**src/logic/frc_pkg.sv**
```systemverilog
// Shared constants and types for the FIFO reset and port-mode configuration pair
package frc_pkg;
  localparam int DATA_W = 18;
  localparam int NARROW_W = 9;
  localparam int DEPTH = 16;
  localparam int PTR_W = 4;
  localparam int FALL_THROUGH_EDGES = 3;
  localparam logic [PTR_W-1:0] FIRST_LOC = 4'h0;
  localparam logic [DATA_W-1:0] OUT_RESET = 18'h00000;
  localparam int ALMOST_OFFSET = 2;
  // Static settings captured while full reset is low
  localparam int CFG_W = 8;
  localparam int CFG_FT = 0;
  localparam int CFG_WASYNC_N = 1;
  localparam int CFG_RASYNC_N = 2;
  localparam int CFG_OW = 3;
  localparam int CFG_IW = 4;
  localparam int CFG_BE = 5;
  localparam int CFG_PFM = 6;
  localparam int CFG_IP = 7;
  localparam logic [CFG_W-1:0] CFG_RESET = 8'h06;
  typedef enum logic [1:0] {
    FRC_HOST_RESET = 2'b00,
    FRC_HOST_RELEASE = 2'b01,
    FRC_HOST_RUN = 2'b11
  } frc_host_state_t;
endpackage
```
**src/logic/frc_link_if.sv**
```systemverilog
// Pin-level link between the FIFO device end and its controlling host end
`timescale 1ns/1ps
interface frc_link_if;
  logic fullResetN;
  logic softResetN;
  logic fallThroughSerialIn;
  logic writePortAsyncSelectN;
  logic readPortAsyncSelectN;
  logic outputWidthSelect;
  logic inputWidthSelect;
  logic byteOrderSelect;
  logic flagTimingMode;
  logic parityPlacementSelect;
  logic writeStrobe;
  logic writeEnN;
  logic [frc_pkg::DATA_W-1:0] writeDataIn;
  logic readStrobe;
  logic readEnN;
  logic readPortSelectN;
  logic outputDriveEnN;
  logic [frc_pkg::DATA_W-1:0] readDataOut;
  logic readDataOe;
  logic emptyFlagN;
  logic fullFlagN;
  logic halfFullFlagN;
  logic progAlmostEmptyN;
  logic progAlmostFullN;
  modport device (
    input fullResetN, softResetN, fallThroughSerialIn, writePortAsyncSelectN,
    input readPortAsyncSelectN, outputWidthSelect, inputWidthSelect, byteOrderSelect,
    input flagTimingMode, parityPlacementSelect, writeStrobe, writeEnN, writeDataIn,
    input readStrobe, readEnN, readPortSelectN, outputDriveEnN,
    output readDataOut, readDataOe, emptyFlagN, fullFlagN, halfFullFlagN,
    output progAlmostEmptyN, progAlmostFullN
  );
  modport host (
    output fullResetN, softResetN, fallThroughSerialIn, writePortAsyncSelectN,
    output readPortAsyncSelectN, outputWidthSelect, inputWidthSelect, byteOrderSelect,
    output flagTimingMode, parityPlacementSelect, writeStrobe, writeEnN, writeDataIn,
    output readStrobe, readEnN, readPortSelectN, outputDriveEnN,
    input readDataOut, readDataOe, emptyFlagN, fullFlagN, halfFullFlagN,
    input progAlmostEmptyN, progAlmostFullN
  );
endinterface

```
**src/logic/frc_fifo_device.sv**
```systemverilog
// FIFO device end: reset, mode capture, strobe ports and status flags
//
// Notes on behaviour
// - Full reset returns both pointers to start.
// - Full reset: almost-empty low, almost-full, half high.
// - Serial-in low at reset: standard mode flags.
// - Serial-in high at reset: fall-through ready flags.
// - Static settings captured only during full reset.
// - Full reset zeroes the output register.
// - Host applies full reset before any write.
// - Soft reset: pointers home, same programmable flags.
// - Soft reset keeps mode, sets its idle flags.
// - Soft reset keeps offsets and programming method.
// - Soft reset zeroes the output register.
// - Async write: strobe rising edge stores data.
// - Async write: host holds write enable low.
// - Async write: full flag follows both ports.
// - Host avoids fall-through with async write.
// - Async read: strobe rising edge reads data.
// - Async read: host holds read enable low.
// - Drive enable or port select controls bus.
// - Async read: empty flag follows both ports.
// - Host picks standard mode with async read.
// - Input eighteen bits wide, or nine low.
// - Fall-through first word shows after three edges.
`timescale 1ns/1ps
module frc_fifo_device #(
  parameter int DataW = frc_pkg::DATA_W,
  parameter int Depth = frc_pkg::DEPTH,
  parameter int AlmostOffset = frc_pkg::ALMOST_OFFSET
) (
  input wire logic mclk,
  input wire logic reset,
  frc_link_if.device link,
  output logic [frc_pkg::CFG_W-1:0] activeConfig,
  output logic [frc_pkg::PTR_W:0] wordCount
);
  initial begin
    if (DataW != frc_pkg::DATA_W || Depth != (1 << frc_pkg::PTR_W) || AlmostOffset < 1
        || AlmostOffset >= Depth / 2) begin
      $error("frc_fifo_device: unsupported parameters");
    end
  end

  localparam int PW = frc_pkg::PTR_W;
  localparam logic [PW:0] DEPTH_CNT = (PW + 1)'(Depth);
  localparam logic [PW:0] HALF_CNT = (PW + 1)'(Depth / 2);
  localparam logic [PW:0] AE_CNT = (PW + 1)'(AlmostOffset);
  localparam logic [PW:0] AF_CNT = (PW + 1)'(Depth - AlmostOffset);
  localparam logic [1:0] FT_EDGES = 2'(frc_pkg::FALL_THROUGH_EDGES);

  // Pin inputs cross from the host's domain: three stages, second and third agree
  logic [8:0] pinS1_r, pinS2_r, pinS3_r, pin_r;
  logic [8:0] pinRaw;
  assign pinRaw = {link.fullResetN, link.softResetN, link.writeStrobe, link.writeEnN,
    link.readStrobe, link.readEnN, link.readPortSelectN, link.outputDriveEnN,
    link.fallThroughSerialIn};
  always_ff @(posedge mclk) begin
    if (reset) begin
      pinS1_r <= 9'h1ff;
      pinS2_r <= 9'h1ff;
      pinS3_r <= 9'h1ff;
      pin_r <= 9'h1ff;
    end else begin
      pinS1_r <= pinRaw;
      pinS2_r <= pinS1_r;
      pinS3_r <= pinS2_r;
      for (int i = 0; i < 9; i++) begin
        if (pinS2_r[i] == pinS3_r[i]) begin
          pin_r[i] <= pinS3_r[i];
        end
      end
    end
  end
  logic fullRstN, softRstN, wStrobe, wEnN, rStrobe, rEnN, rSelN, oeN, ftIn;
  assign {fullRstN, softRstN, wStrobe, wEnN, rStrobe, rEnN, rSelN, oeN, ftIn} = pin_r;

  // Data is only sampled on a settled strobe edge, long after it has stopped moving
  logic [DataW-1:0] dataS1_r, dataS2_r;
  always_ff @(posedge mclk) begin
    if (reset) begin
      dataS1_r <= '0;
      dataS2_r <= '0;
    end else begin
      dataS1_r <= link.writeDataIn;
      dataS2_r <= dataS1_r;
    end
  end

  ////////////////////////////////////////////////////////////////////////////////
  // Mode capture
  logic [frc_pkg::CFG_W-1:0] cfg_r;
  always_ff @(posedge mclk) begin
    if (reset) begin
      cfg_r <= frc_pkg::CFG_RESET;
    end else if (!fullRstN) begin
      cfg_r <= {link.parityPlacementSelect, link.flagTimingMode, link.byteOrderSelect,
        link.inputWidthSelect, link.outputWidthSelect, link.readPortAsyncSelectN,
        link.writePortAsyncSelectN, ftIn};
    end
  end
  logic ftMode, wAsync, rAsync, narrowIn;
  assign ftMode = cfg_r[frc_pkg::CFG_FT];
  assign wAsync = !cfg_r[frc_pkg::CFG_WASYNC_N];
  assign rAsync = !cfg_r[frc_pkg::CFG_RASYNC_N];
  assign narrowIn = !cfg_r[frc_pkg::CFG_IW];

  ////////////////////////////////////////////////////////////////////////////////
  // Port events
  logic wStrobePrev_r, rStrobePrev_r;
  always_ff @(posedge mclk) begin
    if (reset) begin
      wStrobePrev_r <= 1'b1;
      rStrobePrev_r <= 1'b1;
    end else begin
      wStrobePrev_r <= wStrobe;
      rStrobePrev_r <= rStrobe;
    end
  end
  logic anyRst, wEdge, rEdge, doWrite, doRead, ftLoad;
  logic [PW:0] count_r;
  logic outValid_r;
  logic [1:0] ftWait_r;
  assign anyRst = !fullRstN || !softRstN;
  assign wEdge = wStrobe && !wStrobePrev_r;
  assign rEdge = rStrobe && !rStrobePrev_r;
  // Async strobe ports ignore the enable pins; the host ties them low
  assign doWrite = !anyRst && wEdge && (wAsync || !wEnN) && count_r != DEPTH_CNT;
  assign ftLoad = ftMode && !outValid_r && ftWait_r == FT_EDGES - 2'h1 && rEdge
    && count_r != '0;
  assign doRead = !anyRst && rEdge && count_r != '0 && (ftMode ? (ftLoad ||
    (outValid_r && !rEnN)) : (rAsync || !rEnN));

  logic [DataW-1:0] mem [Depth];
  logic [PW-1:0] wPtr_r, rPtr_r;
  logic [DataW-1:0] wWord;
  assign wWord = narrowIn ? {{(DataW - frc_pkg::NARROW_W){1'b0}},
    dataS2_r[frc_pkg::NARROW_W-1:0]} : dataS2_r;
  always_ff @(posedge mclk) begin
    if (doWrite) begin
      mem[wPtr_r] <= wWord;
    end
  end
  always_ff @(posedge mclk) begin
    if (reset || anyRst) begin
      wPtr_r <= frc_pkg::FIRST_LOC;
      rPtr_r <= frc_pkg::FIRST_LOC;
    end else begin
      if (doWrite) begin
        wPtr_r <= wPtr_r + 1'b1;
      end
      if (doRead) begin
        rPtr_r <= rPtr_r + 1'b1;
      end
    end
  end
  // Count tracks both ports at once, so full and empty answer either side
  always_ff @(posedge mclk) begin
    if (reset || anyRst) begin
      count_r <= '0;
    end else if (doWrite && !doRead) begin
      count_r <= count_r + 1'b1;
    end else if (doRead && !doWrite) begin
      count_r <= count_r - 1'b1;
    end
  end
  // Fall-through waits three read edges with data present
  always_ff @(posedge mclk) begin
    if (reset || anyRst || outValid_r || count_r == '0) begin
      ftWait_r <= '0;
    end else if (ftMode && rEdge && ftWait_r != FT_EDGES - 2'h1) begin
      ftWait_r <= ftWait_r + 2'h1;
    end
  end

  ////////////////////////////////////////////////////////////////////////////////
  // Output register and flags
  logic [DataW-1:0] readData_r;
  always_ff @(posedge mclk) begin
    if (reset || anyRst) begin
      readData_r <= frc_pkg::OUT_RESET;
      outValid_r <= 1'b0;
    end else if (doRead) begin
      readData_r <= mem[rPtr_r];
      outValid_r <= 1'b1;
    end else if (ftMode && !rEnN && rEdge && count_r == '0) begin
      outValid_r <= 1'b0;
    end
  end
  logic readOe_r;
  always_ff @(posedge mclk) begin
    if (reset) begin
      readOe_r <= 1'b0;
    end else begin
      readOe_r <= rAsync ? !oeN : !rSelN;
    end
  end
  logic emptyN_r, fullN_r, halfN_r, almostEmptyN_r, almostFullN_r;
  always_ff @(posedge mclk) begin
    if (reset || anyRst) begin
      almostEmptyN_r <= 1'b0;
      almostFullN_r <= 1'b1;
      halfN_r <= 1'b1;
      // Soft reset reuses the held mode; offsets live in constants here
      emptyN_r <= ftMode ? 1'b1 : 1'b0;
      fullN_r <= ftMode ? 1'b0 : 1'b1;
    end else begin
      almostEmptyN_r <= count_r > AE_CNT;
      almostFullN_r <= count_r < AF_CNT;
      halfN_r <= count_r <= HALF_CNT;
      emptyN_r <= ftMode ? !outValid_r : count_r != '0;
      fullN_r <= ftMode ? count_r == DEPTH_CNT : count_r != DEPTH_CNT;
    end
  end
  assign link.readDataOut = readData_r;
  assign link.readDataOe = readOe_r;
  assign link.emptyFlagN = emptyN_r;
  assign link.fullFlagN = fullN_r;
  assign link.halfFullFlagN = halfN_r;
  assign link.progAlmostEmptyN = almostEmptyN_r;
  assign link.progAlmostFullN = almostFullN_r;

  always_ff @(posedge mclk) begin
    if (reset) begin
      wordCount <= '0;
    end else begin
      wordCount <= count_r;
    end
  end
  assign activeConfig = cfg_r;
endmodule

```
**src/flat_wrapper.sv**
```systemverilog
// flat-port wrapper written by rule: the top's interface ports become plain ports
module frc_fifo_device_flat 
#(
  parameter int DataW = frc_pkg::DATA_W,
  parameter int Depth = frc_pkg::DEPTH,
  parameter int AlmostOffset = frc_pkg::ALMOST_OFFSET
)
  (mclk, reset, activeConfig, wordCount, link_fullResetN, link_softResetN, link_fallThroughSerialIn, link_writePortAsyncSelectN, link_readPortAsyncSelectN, link_outputWidthSelect, link_inputWidthSelect, link_byteOrderSelect, link_flagTimingMode, link_parityPlacementSelect, link_writeStrobe, link_writeEnN, link_writeDataIn, link_readStrobe, link_readEnN, link_readPortSelectN, link_outputDriveEnN, link_readDataOut, link_readDataOe, link_emptyFlagN, link_fullFlagN, link_halfFullFlagN, link_progAlmostEmptyN, link_progAlmostFullN);
  frc_link_if link_i ();
  input wire logic mclk;
  input wire logic reset;
  output logic [frc_pkg::CFG_W-1:0] activeConfig;
  output logic [frc_pkg::PTR_W:0] wordCount;
  input wire logic [$bits(link_i.fullResetN)-1:0] link_fullResetN;
  input wire logic [$bits(link_i.softResetN)-1:0] link_softResetN;
  input wire logic [$bits(link_i.fallThroughSerialIn)-1:0] link_fallThroughSerialIn;
  input wire logic [$bits(link_i.writePortAsyncSelectN)-1:0] link_writePortAsyncSelectN;
  input wire logic [$bits(link_i.readPortAsyncSelectN)-1:0] link_readPortAsyncSelectN;
  input wire logic [$bits(link_i.outputWidthSelect)-1:0] link_outputWidthSelect;
  input wire logic [$bits(link_i.inputWidthSelect)-1:0] link_inputWidthSelect;
  input wire logic [$bits(link_i.byteOrderSelect)-1:0] link_byteOrderSelect;
  input wire logic [$bits(link_i.flagTimingMode)-1:0] link_flagTimingMode;
  input wire logic [$bits(link_i.parityPlacementSelect)-1:0] link_parityPlacementSelect;
  input wire logic [$bits(link_i.writeStrobe)-1:0] link_writeStrobe;
  input wire logic [$bits(link_i.writeEnN)-1:0] link_writeEnN;
  input wire logic [$bits(link_i.writeDataIn)-1:0] link_writeDataIn;
  input wire logic [$bits(link_i.readStrobe)-1:0] link_readStrobe;
  input wire logic [$bits(link_i.readEnN)-1:0] link_readEnN;
  input wire logic [$bits(link_i.readPortSelectN)-1:0] link_readPortSelectN;
  input wire logic [$bits(link_i.outputDriveEnN)-1:0] link_outputDriveEnN;
  output wire logic [$bits(link_i.readDataOut)-1:0] link_readDataOut;
  output wire logic [$bits(link_i.readDataOe)-1:0] link_readDataOe;
  output wire logic [$bits(link_i.emptyFlagN)-1:0] link_emptyFlagN;
  output wire logic [$bits(link_i.fullFlagN)-1:0] link_fullFlagN;
  output wire logic [$bits(link_i.halfFullFlagN)-1:0] link_halfFullFlagN;
  output wire logic [$bits(link_i.progAlmostEmptyN)-1:0] link_progAlmostEmptyN;
  output wire logic [$bits(link_i.progAlmostFullN)-1:0] link_progAlmostFullN;
  assign link_i.fullResetN = link_fullResetN;
  assign link_i.softResetN = link_softResetN;
  assign link_i.fallThroughSerialIn = link_fallThroughSerialIn;
  assign link_i.writePortAsyncSelectN = link_writePortAsyncSelectN;
  assign link_i.readPortAsyncSelectN = link_readPortAsyncSelectN;
  assign link_i.outputWidthSelect = link_outputWidthSelect;
  assign link_i.inputWidthSelect = link_inputWidthSelect;
  assign link_i.byteOrderSelect = link_byteOrderSelect;
  assign link_i.flagTimingMode = link_flagTimingMode;
  assign link_i.parityPlacementSelect = link_parityPlacementSelect;
  assign link_i.writeStrobe = link_writeStrobe;
  assign link_i.writeEnN = link_writeEnN;
  assign link_i.writeDataIn = link_writeDataIn;
  assign link_i.readStrobe = link_readStrobe;
  assign link_i.readEnN = link_readEnN;
  assign link_i.readPortSelectN = link_readPortSelectN;
  assign link_i.outputDriveEnN = link_outputDriveEnN;
  assign link_readDataOut = link_i.readDataOut;
  assign link_readDataOe = link_i.readDataOe;
  assign link_emptyFlagN = link_i.emptyFlagN;
  assign link_fullFlagN = link_i.fullFlagN;
  assign link_halfFullFlagN = link_i.halfFullFlagN;
  assign link_progAlmostEmptyN = link_i.progAlmostEmptyN;
  assign link_progAlmostFullN = link_i.progAlmostFullN;
  frc_fifo_device #(.DataW(DataW), .Depth(Depth), .AlmostOffset(AlmostOffset)) u_core (.mclk(mclk), .reset(reset), .link(link_i), .activeConfig(activeConfig), .wordCount(wordCount));
endmodule
```
**config.mk**
```make
export PLATFORM = sky130hd
export DESIGN_NAME = frc_fifo_device_flat
export DESIGN_NICKNAME = d
export VERILOG_FILES = /design/src/logic/frc_pkg.sv /design/src/logic/frc_link_if.sv /design/src/logic/frc_fifo_device.sv /design/src/flat_wrapper.sv
export SDC_FILE = /design/constraint.sdc
export NUM_CORES = 1
export LEC_CHECK = 0
export BUFFER_PORTS_ARGS = -buffer_cell sky130_fd_sc_hd__buf_2
export CORE_MARGIN = 2
export CORE_UTILIZATION = 55
export CTS_BUF_LIST = sky130_fd_sc_hd__clkbuf_16
export DETAILED_ROUTE_END_ITERATION = 6
export PLACE_DENSITY_LB_ADDON = 0.25
export SLEW_MARGIN = 20
export SYNTH_ARGS = -nofsm -noshare
export SYNTH_HDL_FRONTEND = slang
export SYNTH_SLANG_ARGS = --single-unit
```
**constraint.sdc**
```tcl
create_clock -name mclk -period 3 [get_ports mclk]
set_input_delay 0.3 -clock mclk [delete_from_list [all_inputs] [get_ports mclk]]
set_output_delay 0.3 -clock mclk [all_outputs]
set_load 0.01 [all_outputs]
```
* Word-level counts from Yosys, hierarchy flattened
Memories as Yosys holds them, arrays and structs flattened. A register that Yosys moved wholly into a read port is not among the register bits. Index checks and enable logic that the tools add are counted.
Storage, ports and cells: output and inout bits 37, memories 1, memory bits (writable) 288, register bits 109, bits of input ports 36, logic and storage cells 111
Operators by class: add/sub/neg operators 5, reduce and logical (&&, ||, !) cells 45, order comparisons 3, eq/ne operators 13, multiplexer cells 15
Memory list:
- u_core.mem | depth 16, bits a word 18, rd ports 1, clocked after memory_dff 1, wr ports 1, RTL line frc_fifo_device.sv:134 | logic [DataW-1:0] mem [Depth];
Operators by type and width (count):
- 1-bit logical AND | 20
- 18-bit 2-to-1 mux | 1
- 1-bit logical NOT | 14
- 1-bit 2-to-1 mux | 12
- 5-bit 2-to-1 mux | 2
- 1-bit == test | 9
- 4-bit by 1-bit adder with 4-bit output, second input constant | 2
- 1-bit logical OR | 7
- 5-bit by 1-bit adder with 5-bit output, second input constant | 1
- 5-bit == test, second input constant | 1
- 5-bit by 2-bit > comparator with 1-bit output, second input constant | 1
- 5-bit by 4-bit <= comparator with 1-bit output, second input constant | 1
- 5-bit logical NOT | 1
- 5-bit by 4-bit less-than comparator with 1-bit output, second input constant | 1
- 5-bit != test, second input constant | 1
- 5-bit nonzero test | 1
- 5-bit by 1-bit subtractor with 5-bit output, second input constant | 1
- 2-bit nonzero test | 2
- 2-bit by 1-bit adder with 2-bit output, second input constant | 1
- 2-bit == test, second input constant | 1
- 2-bit != test, second input constant | 1

* Longest topological paths before layout
Gate-level depths: netlist of the first run.
depth in word-level cells 11, mapped depth 14, mapped depth without buffers 14

* Least setup slack after synthesis of the first run
OpenSTA, ideal clock, no wires.
path type register to register, start point register u_core.cfg_r, in the netlist u_core.activeConfig[0], end point register u_core.count_r[4], data arrival time 3.109 ns, clock period less this slack 3.168 ns, cell stages (with the launch flop) 14, data required time 2.941 ns, library setup time 0.059 ns, slack -0.168 ns, path buffers 1, cells stage by stage dfxtp_1 -> buf_6 -> mux2_4 -> a221o_1 -> a21oi_4 -> inv_1 -> ha_1 -> inv_1 -> ha_1 -> nor2b_1 -> o21a_1 -> or4_1 -> a211o_1 -> nand2_1
On the way: word-level cells in the longest chain between the ends 10, elaborated cells on any way between the ends 12, classes of those cells mux: 2; reduce/logical: 10
RTL lines:
- from (decl) | RTL line frc_fifo_device.sv:92 | logic [frc_pkg::CFG_W-1:0] cfg_r;
- from (signal assigned) | RTL line frc_fifo_device.sv:95 | cfg_r <= frc_pkg::CFG_RESET;
- from (signal assigned) | RTL line frc_fifo_device.sv:97 | cfg_r <= {link.parityPlacementSelect, link.flagTimingMode, link.byteOrderSelect,
- 1-bit logical AND (3 in series) | RTL line frc_fifo_device.sv:129 | assign ftLoad = ftMode && !outValid_r && ftWait_r == FT_EDGES - 2'h1 && rEdge
- 1-bit logical AND | RTL line frc_fifo_device.sv:130 | && count_r != '0;
- 1-bit logical OR | RTL line frc_fifo_device.sv:131 | assign doRead = !anyRst && rEdge && count_r != '0 && (ftMode ? (ftLoad ||
- 1-bit 2-to-1 mux (*) | RTL line frc_fifo_device.sv:131
- 1-bit logical AND (*) | RTL line frc_fifo_device.sv:131
- 1-bit logical NOT | RTL line frc_fifo_device.sv:161 | end else if (doWrite && !doRead) begin
- 1-bit logical AND | RTL line frc_fifo_device.sv:161
- 5-bit 2-to-1 mux or 2-bit nonzero test (tied branches)
- to (signal assigned) | RTL line frc_fifo_device.sv:162 | count_r <= count_r + 1'b1;
- to (signal assigned) | RTL line frc_fifo_device.sv:164 | count_r <= count_r - 1'b1;
- to (decl) | RTL line frc_fifo_device.sv:121 | logic [PW:0] count_r;
Every way passes the cells marked *; elsewhere a longest branch is shown, timed or not. A chain may end at the register's enable or synchronous reset.

* Final worst setup path of the first run
Ends and elaborated chain as after synthesis.

==> flow_summary.toml, run 1 <==
[run_status]
status = "completed"

[pwr]
power_mw = 10.9
ir_drop_v = 0.000448
swShare_pct = 19.0
p_comb_share_pct = 1.0
power_frac_seq_pct = 56.2
intPower_mw = 8.84
powerDensity_nw_per_um2 = 613
power.clock.fraction_pct = 42.7
p_leak_nw = 6.22
p_sw_mw = 2.08

[detailed_routing]
dr.pass1.iters = 5
wl_per_cell_um = 20.3
drc = 0
detail_route.iter0.violations = 555
vias = 7626
antenna_left = 0
via_per_inst = 5.46
drt-total-wl_um = 28400

[logic_synthesis]
synth.area.top_cells = "edfxtp_1 57%, dfxtp_1 17%, mux4_2 11%"
syn_area_per_cell_um2 = 18.0
syn_nets = 897
synth_mux_area_share_pct = 13.6
synth-edff-count = 288
syn-cell-area_um2 = 15200
synth_top_area_share_pct = 56.7
synthCells = 849
synth-simple-area-share_pct = 6.35
synthArstFlopShare_pct = 0
synth_top_family_by_area = "multiplexers"
synth_ff_type = "edfxtp_1"
synthAdderAreaFrac_pct = 1.03
synth_top_area_cell = "edfxtp_1"
yosysSeqAreaShare_pct = 73.4
synth_most_common_cell = "edfxtp_1"
yosys_warnings = 0
netlist_top_cells_count = "288 x edfxtp_1, 127 x dfxtp_1, 72 x mux4_2, 66 x nor2_1, 42 x nor2b_1"
ys_types = 53
yosys_register_bits = 415
synth_compound_area_share_pct = 3.38
synthXorXnorAreaFrac_pct = 0.517

[global_routing]
grt_max_degree = 89
grt_overflow = 0
antenna_found_initial = 0
grt_pass1_wl_um = 44000
grt_pass1_vias = 7780
grt_usage_pct = 20.4

[timing]
finalClockSkew_ns = 0.0133
setup_violations = 0
fin_ws_ns = 0.131
worst_slew_pin_slew_ns = 0.902
period_needed_ns = 2.87
fin_crit_sh_pct = 95.6
rsz0062_at_grt = "no"
slew_headroom_pct = 39.9
finalHoldViolCount = 0
finalMaxSlewViolations = 0
fmax_mhz = 349

[worst_setup_path]
critPathMaxFanout = 5
criticalPathCategory = "flop to flop"
start_kind = "flop"
worstPathRequired_ns = 3.47
cp-end-kind = "flop"
worst_ep_arrival_time_ns = 3.34

[flow_run]
cap_violations = 0

[final_layout]
nNetsFinal = 1042
instances_no_fill = 1397
syn2layout_area_growth_pct = 16.9
drive_gt1_share_pct = 32.0
final_area_um2 = 17800
antennaDiodeCount = 0

[die]
die_width_um = 170
initial_core_util_pct = 56.2
rows = 60
io_pins = 73
core_um2 = 27100
dieHeight_um = 170
dieArea_um2 = 29100

[clock_network]
htree_levels = 2
cts_sinks = 415
clock_tree.root_cell = "clkbuf_16"
clk_path_buf_depth = 3
clock_latency_ns = 0.53
tritoncts = "yes"
cts_buffers = 41
clkTransAtPathRegs_ns = 0.06

[placement]
dp.cells = 1294
post-place-ws_ns = 0.0920
io_buffers = 72
dpl.hpwl_um = 17000
globalplace.congestion = 0.798
place_area_um2 = 16300

[min_path]
hp-class = "input port to flop"
critical path, cell delays in order, from the launching register on:
cell	delay [ns]
dfxtp_2	0.33
mux2_4	0.29
a221o_1	0.38
a21oi_4	0.15
inv_2	0.08
ha_4	0.18
inv_4	0.07
ha_1	0.24
nor2b_1	0.14
o21a_1	0.18
or4_4	0.41
a211o_1	0.30
nand2_1	0.06
state kept, by name, summed over array words and instances (netlist names), 5 cells and up:
name / flops
u_core.wordCount: 5
u_core.dataS2_r: 18
u_core.activeConfig: 8
u_core.pin_r: 9
u_core.pinS2_r: 9
u_core.mem: 288
u_core.pinS1_r: 9
u_core.pinS3_r: 9
u_core.link.readDataOut: 18
u_core.dataS1_r: 18
u_core.count_r: 5
cell type report:
type | count | area (um2)
clock buffers | 43 | 1080
clock inverters | 31 | 158
fillers | 1849 | 9290
inverters | 9 | 36.3
multi-input cells | 384 | 3860
flip-flops and latches | 415 | 11200
well taps | 372 | 465
repair buffers | 143 | 1020
final timing paths:
check,startpoint,end,slack [ns],cells past startpoint
setup / recovery,u_core.activeConfig[0],u_core.count_r[4],0.13,12
hold / removal,link_inputWidthSelect,u_core.activeConfig[4],0.02,3
setup reg to reg,u_core.activeConfig[0],u_core.count_r[4],0.13,12
hold reg to reg,u_core.pinS1_r[1],u_core.pinS2_r[1],0.41,1
kinds of logic after synthesis:
family,after synthesis
AO/OA/AOI/OAI,65
AND/OR/NAND/NOR,183
buffers and inverters,50
flip-flops,415
multiplexers,115
adder cells (fa/ha/maj),12
XOR/XNOR,9
timing repair:
item                                   4_1_cts  5_1_grt
hold buffers                                27        0
setup endpoints to repair                    0        1
buffers inserted                             0        2
endpoints found under the hold margin       27        0
gates resized for setup                      0        3
layout by cell type (no fill, tap or decap), types with 24 or more instances in the layout:
master and count:
mux2i_1 24, mux4_2 72, or2_2 29, dfxtp_1 122
clkbuf_16 43, buf_4 39, edfxtp_1 288, nor2_1 58
dlygate4sd3_1 27, buf_2 72, nor2b_1 42
layer usage:
| metal | global-route usage (%) | routed length (um) |
|---|---|---|
| met3 | 3.84 | 1620 |
| met1 | 29.4 | 12800 |
| met2 | 32.7 | 13500 |
| met4 | 4.87 | 519 |
| met5 | 0 | 0 |
power groups by stage:
stage          registers [mW]  clock network (mW)  logic, mW
6_report                 6.14                4.67      0.114
5_1_grt                  6.14                5.00      0.125
4_1_cts                  6.14                4.75      0.115
3_5_place_dp             6.26                   0     0.0885
3_3_place_gp             6.26                   0     0.0868
2_1_floorplan            6.25                   0     0.0531
through the flow:
stage               hold slack, ns  utilization (%)  setup TNS [ns]
finish                      0.0160             65.7               0
floorplan                    0.389                -         -0.0887
CTS                        0.00502             65.7               0
detailed placement           0.393             60.1               0
global route                0.0167             65.7               0
global placement             0.392             60.1               0
Note: power is estimated with default switching activity, not from simulation.
==> run 2, diff against run 1 <==
--- a/config.mk
+++ b/config.mk
@@ -5,6 +5,7 @@
 export SDC_FILE = /design/constraint.sdc
 export NUM_CORES = 1
 export LEC_CHECK = 0
+export ABC_AREA = 1
 export BUFFER_PORTS_ARGS = -buffer_cell sky130_fd_sc_hd__buf_2
 export CORE_MARGIN = 2
 export CORE_UTILIZATION = 55
==> run 2 against run 1 <==
  * Fmax increased by 14%
  * Cell area grew 7.4%
  * Critical path depth is 2 lower
  * Cell count increased by 58%
  * Hold slack barely moved
  * Clock power rose by 11%
  * Area after synthesis rose by 8.5%
  * Die area grew 8.3%
  * Synthesized cell count grew 97%
  * Global-route usage rose by 3.8 points
  * Largest cell class unchanged
  * Highest routed layer unchanged
==> flow_summary.toml, run 2 <==
[pwr]
ir_drop_v = 0.000487
powerDensity_nw_per_um2 = 598
p_leak_nw = 8.27

[placement]
dp.cells = 2098
io_buffers = 72
globalplace.congestion = 0.824
post-place-ws_ns = 0.496
dpl.hpwl_um = 22200

[clock_network]
clock_latency_ns = 0.54
clock_tree.root_cell = "clkbuf_16"
clkTransAtPathRegs_ns = 0.06
cts_buffers = 43
htree_levels = 2
cts_resized = 0
cts_sinks = 415
clk_path_buf_depth = 3
tritoncts = "yes"

[final_layout]
layout_common_cells = "502 x nand2_1, 288 x edfxtp_1, 248 x inv_1"
fill_cells = 2310
drive_gt1_share_pct = 12.3
final_common_cell = "nand2_1"
antennaDiodeCount = 0
regMostFlops = "u_core.mem"
syn2layout_area_growth_pct = 15.7
instances_no_fill = 2205
largest_reg_flops = 288
nNetsFinal = 1830

[timing]
fin_tns_setup_ns = 0
holdWs_ns = 0.0158
finalMaxSlewViolations = 0
finalClockSkew_ns = 0.0145
finalHoldViolCount = 0
setup_violations = 0
fin_ws_ns = 0.475
worst_slew_pin_slew_ns = 0.929
period_needed_ns = 2.53
rsz0062_at_grt = "no"
fin_crit_sh_pct = 84.2
fmax_mhz = 396
slew_headroom_pct = 38.1

[logic_synthesis]
netlist_top_cells_count = "502 x nand2_1, 288 x edfxtp_1, 237 x inv_1, 213 x nand3_1, 127 x dfxtp_1"
synth_top_area_share_pct = 52.3
synth-edff-count = 288
synth_ff_type = "edfxtp_1"
ys_types = 27
syn-cell-area_um2 = 16500
synthCells = 1673
synth_top_area_cell = "edfxtp_1"
yosys_register_bits = 415
syn_nets = 1721
yosysSeqAreaShare_pct = 67.7
synth.area.top_cells = "edfxtp_1 52%, dfxtp_1 15%, nand2_1 11%"
syn_area_per_cell_um2 = 9.89
synth_most_common_cell = "nand2_1"
yosys_warnings = 0
synthArstFlopShare_pct = 0

[die]
dieArea_um2 = 31500
dieHeight_um = 177
die_width_um = 177
io_pins = 73
core_um2 = 29600
rows = 63
initial_core_util_pct = 55.8

[flow_run]
cap_violations = 0

[detailed_routing]
antenna_left = 0
via_per_inst = 5.17
drc = 0
dr.pass1.iters = 5
wl_per_cell_um = 17.0
detail_route.iter0.violations = 866
vias = 11392
drt-total-wl_um = 37500

[worst_setup_path]
criticalPathCategory = "flop to flop"
cp-end-kind = "flop"
worstPathRequired_ns = 3.46
start_kind = "flop"
critPathMaxFanout = 7
worst_ep_arrival_time_ns = 2.98

[min_path]
hp-class = "input port to flop"

[global_routing]
grt_usage_pct = 24.2
antenna_found_initial = 0
grt_max_degree = 97
grt_pass1_vias = 11124
grt_pass1_wl_um = 58600
grt_overflow = 0

[run_status]
status = "completed"
==> run 2: cell count changes after synthesis, sizes merged, moves of 42 or more <==
cell and change:
inv +231, mux4 -72, nand2 +489, nand3 +211, nor2 +53, nor2b -42
==> run 2: worst max-delay path: stages, from the launching register on <==
cell,delay (ns)
dfxtp_1,0.34
nor2_1,0.23
nand4_1,0.17
nand2_1,0.23
inv_1,0.19
ha_1,0.28
fa_1,0.46
o21ai_0,0.23
xor2_1,0.16
nand2_1,0.06
a21oi_1,0.12
==> run 2: what timing repair did <==
action	4_1_cts	5_1_grt
buffers inserted	0	0
hold buffers	29	0
hold endpoints to repair	29	0
==> run 2: cell type report <==
class	instances	area, um2	share of cell area (%)
Clock buffer	45	1130	5.89
Clock inverter	33	260	1.36
Inverter	241	907	4.74
Multi-Input combinational cell	941	4150	21.7
Sequential cell	415	11200	58.5
Tap cell	390	488	2.55
Timing Repair Buffer	140	1010	5.26
==> run 2: logic make-up after synthesis <==
family                     share of synthesized area, %
and+or+nand+nor                                    21.9
DFF                                                67.7
buffers and inverters                              7.50
AOI/OAI and AO/OA                                  1.66
adders and majority gates                         0.953
xor gates and xnor gates                          0.318
==> run 2: per-stage QoR <==
| stage | total power [mW] | instance area, um2 | util (%) |
|---|---|---|---|
| 2_1_floorplan | 6.30 | 16500 | - |
| 3_3_place_gp | 6.35 | 17500 | 58.9 |
| 3_5_place_dp | 6.36 | 17500 | 58.9 |
| 4_1_cts | 11.5 | 19100 | 64.6 |
| 5_1_grt | 11.8 | 19100 | 64.6 |
| 6_report | 11.4 | 19100 | 64.6 |
==> run 2: where the power goes <==
group / internal (mW) / switching [mW]
clock network: 3.06 / 2.12
registers: 6.11 / 0.0353
logic: 0.0640 / 0.0579
==> run 2: final timing paths <==
kind | end | slack [ns] | depth (start not counted) | start
setup / recovery | u_core.count_r[4] | 0.47 | 10 | u_core.count_r[0]
hold / removal | u_core.activeConfig[5] | 0.02 | 3 | link_byteOrderSelect
setup reg to reg | u_core.count_r[4] | 0.47 | 10 | u_core.count_r[0]
hold reg to reg | u_core.dataS2_r[12] | 0.40 | 2 | u_core.dataS1_r[12]
==> run 2: routing by layer <==
layer	vias to the layer above	GRT usage, %	part of all wire, %	wire length (um)
li1	5552	-	-	-
met1	5335	32.2	42	15600
met2	435	40.7	48	18100
met3	70	3.79	7.5	2800
met4	0	8.37	2.6	979
met5	-	0	0	0
==> run 3, diff against run 2 <==
==> constraint.sdc (replaced) <==
create_clock -name mclk -period 2.1 [get_ports mclk]
set_input_delay 0.21 -clock mclk [delete_from_list [all_inputs] [get_ports mclk]]
set_output_delay 0.21 -clock mclk [all_outputs]
set_load 0.01 [all_outputs]
==> run 3 against run 2 <==
  * The flow now finishes with violations (negative setup slack)
  * Clock power is 36% higher
  * Setup slack worse by 0.50 ns
  * Global-route usage is 0.49 points higher
  * Critical endpoint unchanged
  * Largest cell class unchanged
  * Largest power group unchanged
==> flow_summary.toml, run 3 (same netlist as run 2, synthesis figures left out) <==
[run_status]
status = "complete, but fails checks"
violations = "negative setup slack"

[timing]
fin_tns_setup_ns = -0.0222
fin_crit_sh_pct = 101
period_needed_ns = 2.12
finalHoldViolCount = 0
setup_violations = 1
slew_headroom_pct = 58.8
fin_ws_ns = -0.0222
worst_slew_pin_slew_ns = 0.619
rsz0062_at_grt = "yes"
fmax_mhz = 471
finalMaxSlewViolations = 0
finalClockSkew_ns = 0.0151

[flow_run]
cap_violations = 0

[clock_network]
cts_buffers = 42
clock_latency_ns = 0.53
clock_tree.root_cell = "clkbuf_16"
clkTransAtPathRegs_ns = 0.06
cts_sinks = 415
htree_levels = 2
clk_path_buf_depth = 3
tritoncts = "yes"

[global_routing]
grt_pass1_wl_um = 59500
grt_pass1_vias = 11019
grt_overflow = 0
grt_max_degree = 76
antenna_found_initial = 1
grt_usage_pct = 24.7

[final_layout]
final_util_pct = 65.9
nNetsFinal = 1863
fill_cells = 2258
layout_common_cells = "501 x nand2_1, 288 x edfxtp_1, 245 x inv_1"
seqCellArea_um2 = 11200
final_common_cell = "nand2_1"
multi_input_area_um2 = 4250
regMostFlops = "u_core.mem"
syn2layout_area_growth_pct = 18.0
instances_no_fill = 2239
largest_reg_flops = 288
drive_gt1_share_pct = 14.6

[worst_setup_path]
start_kind = "flop"
max_stage_delay_ns = 0.37
criticalPathCategory = "flop to flop"
path_cells = "inv_2, ha_4, nand3b_1, nand3_2, nor2_4, inv_2, ha_4, fa_2, o21ai_2, xor2_1, nand2_1, a21oi_2"
cp_top_family = "adder cells"
worst_ep_arrival_time_ns = 2.59
cp_num_buf_inv = 2
slowest_stage = "fa_2"
cp-end-kind = "flop"
worstPathRequired_ns = 2.57
critPathMaxFanout = 3

[die]
dieArea_um2 = 31500
die_width_um = 177
rows = 63
initial_core_util_pct = 55.8
io_pins = 73
dieHeight_um = 177
core_um2 = 29600

[detailed_routing]
drt-total-wl_um = 38500
vias = 11670
wl_per_cell_um = 17.2
detail_route.iter0.violations = 1083
via_per_inst = 5.21
antenna_left = 0
drc = 0
dr.pass1.iters = 6

[pwr]
ir_drop_v = 0.000780
powerDensity_nw_per_um2 = 820
p_leak_nw = 8.48
power_mw = 16.0

[placement]
globalplace.congestion = 0.856
io_buffers = 72
dp.cells = 2122
dpl.hpwl_um = 22100

[min_path]
hp-class = "input port to flop"
[run 3: per-layer routing]
| metal | up-vias | track usage (%) | share of wire (%) |
|---|---|---|---|
| met3 | 85 | 3.15 | 6.8 |
| met4 | 0 | 8.85 | 3.0 |
| met5 | - | 0 | 0 |
| met1 | 5523 | 33.5 | 41 |
| met2 | 429 | 41.2 | 49 |
| li1 | 5633 | - | - |
[run 3: per-stage QoR]
stage                     cell area, um2  hold slack (ns)  worst slack, ns
final                              19500            0.180          -0.0222
after CTS                          19500            0.167           0.0205
after global routing               19500            0.189           -0.104
after floorplan                    16600            0.314          -0.0358
after detailed placement           17700            0.395           -0.170
after global placement             17700            0.390          -0.0575
[run 3: path summary, 6_finish.rpt]
kind	start	end	slack, ns	depth (start not counted)
worst min-delay path	reset	u_core.dataS2_r[17]	0.18	3
worst max-delay path	u_core.ftWait_r[0]	u_core.count_r[4]	-0.02	12
worst min register to register	u_core.dataS1_r[17]	u_core.dataS2_r[17]	0.40	2
worst max register to register	u_core.ftWait_r[0]	u_core.count_r[4]	-0.02	12
[run 3: area by class of cell]
type,count,area share (%)
Clock buffer,43,5.51
Inverter,241,4.67
Timing Repair Buffer,174,6.97
Antenna cell,1,0.0128
Tap cell,390,2.50
Multi-Input combinational cell,941,21.8
Sequential cell,415,57.4
Clock inverter,34,1.19
[run 3: where the power goes]
group | internal [mW] | leakage, nW | switching [mW] | total (mW)
registers | 8.72 | 3.81 | 0.0451 | 8.77
logic | 0.100 | 3.98 | 0.0878 | 0.188
clock network | 4.08 | 0.686 | 2.97 | 7.05
[run 3: worst min-delay path: stages]
cell and delay (ns):
buf_2 0.13, buf_12 0.21, nor2_1 0.12
[run 3: repair_timing]
item                                    in CTS  in global routing
hold buffers                                34                  0
endpoints found under the hold margin       34                  0
endpoints found under the setup margin       2                  3
resized for setup                           11                  8
pin swaps                                    6                  9
setup buffers                                3                  3
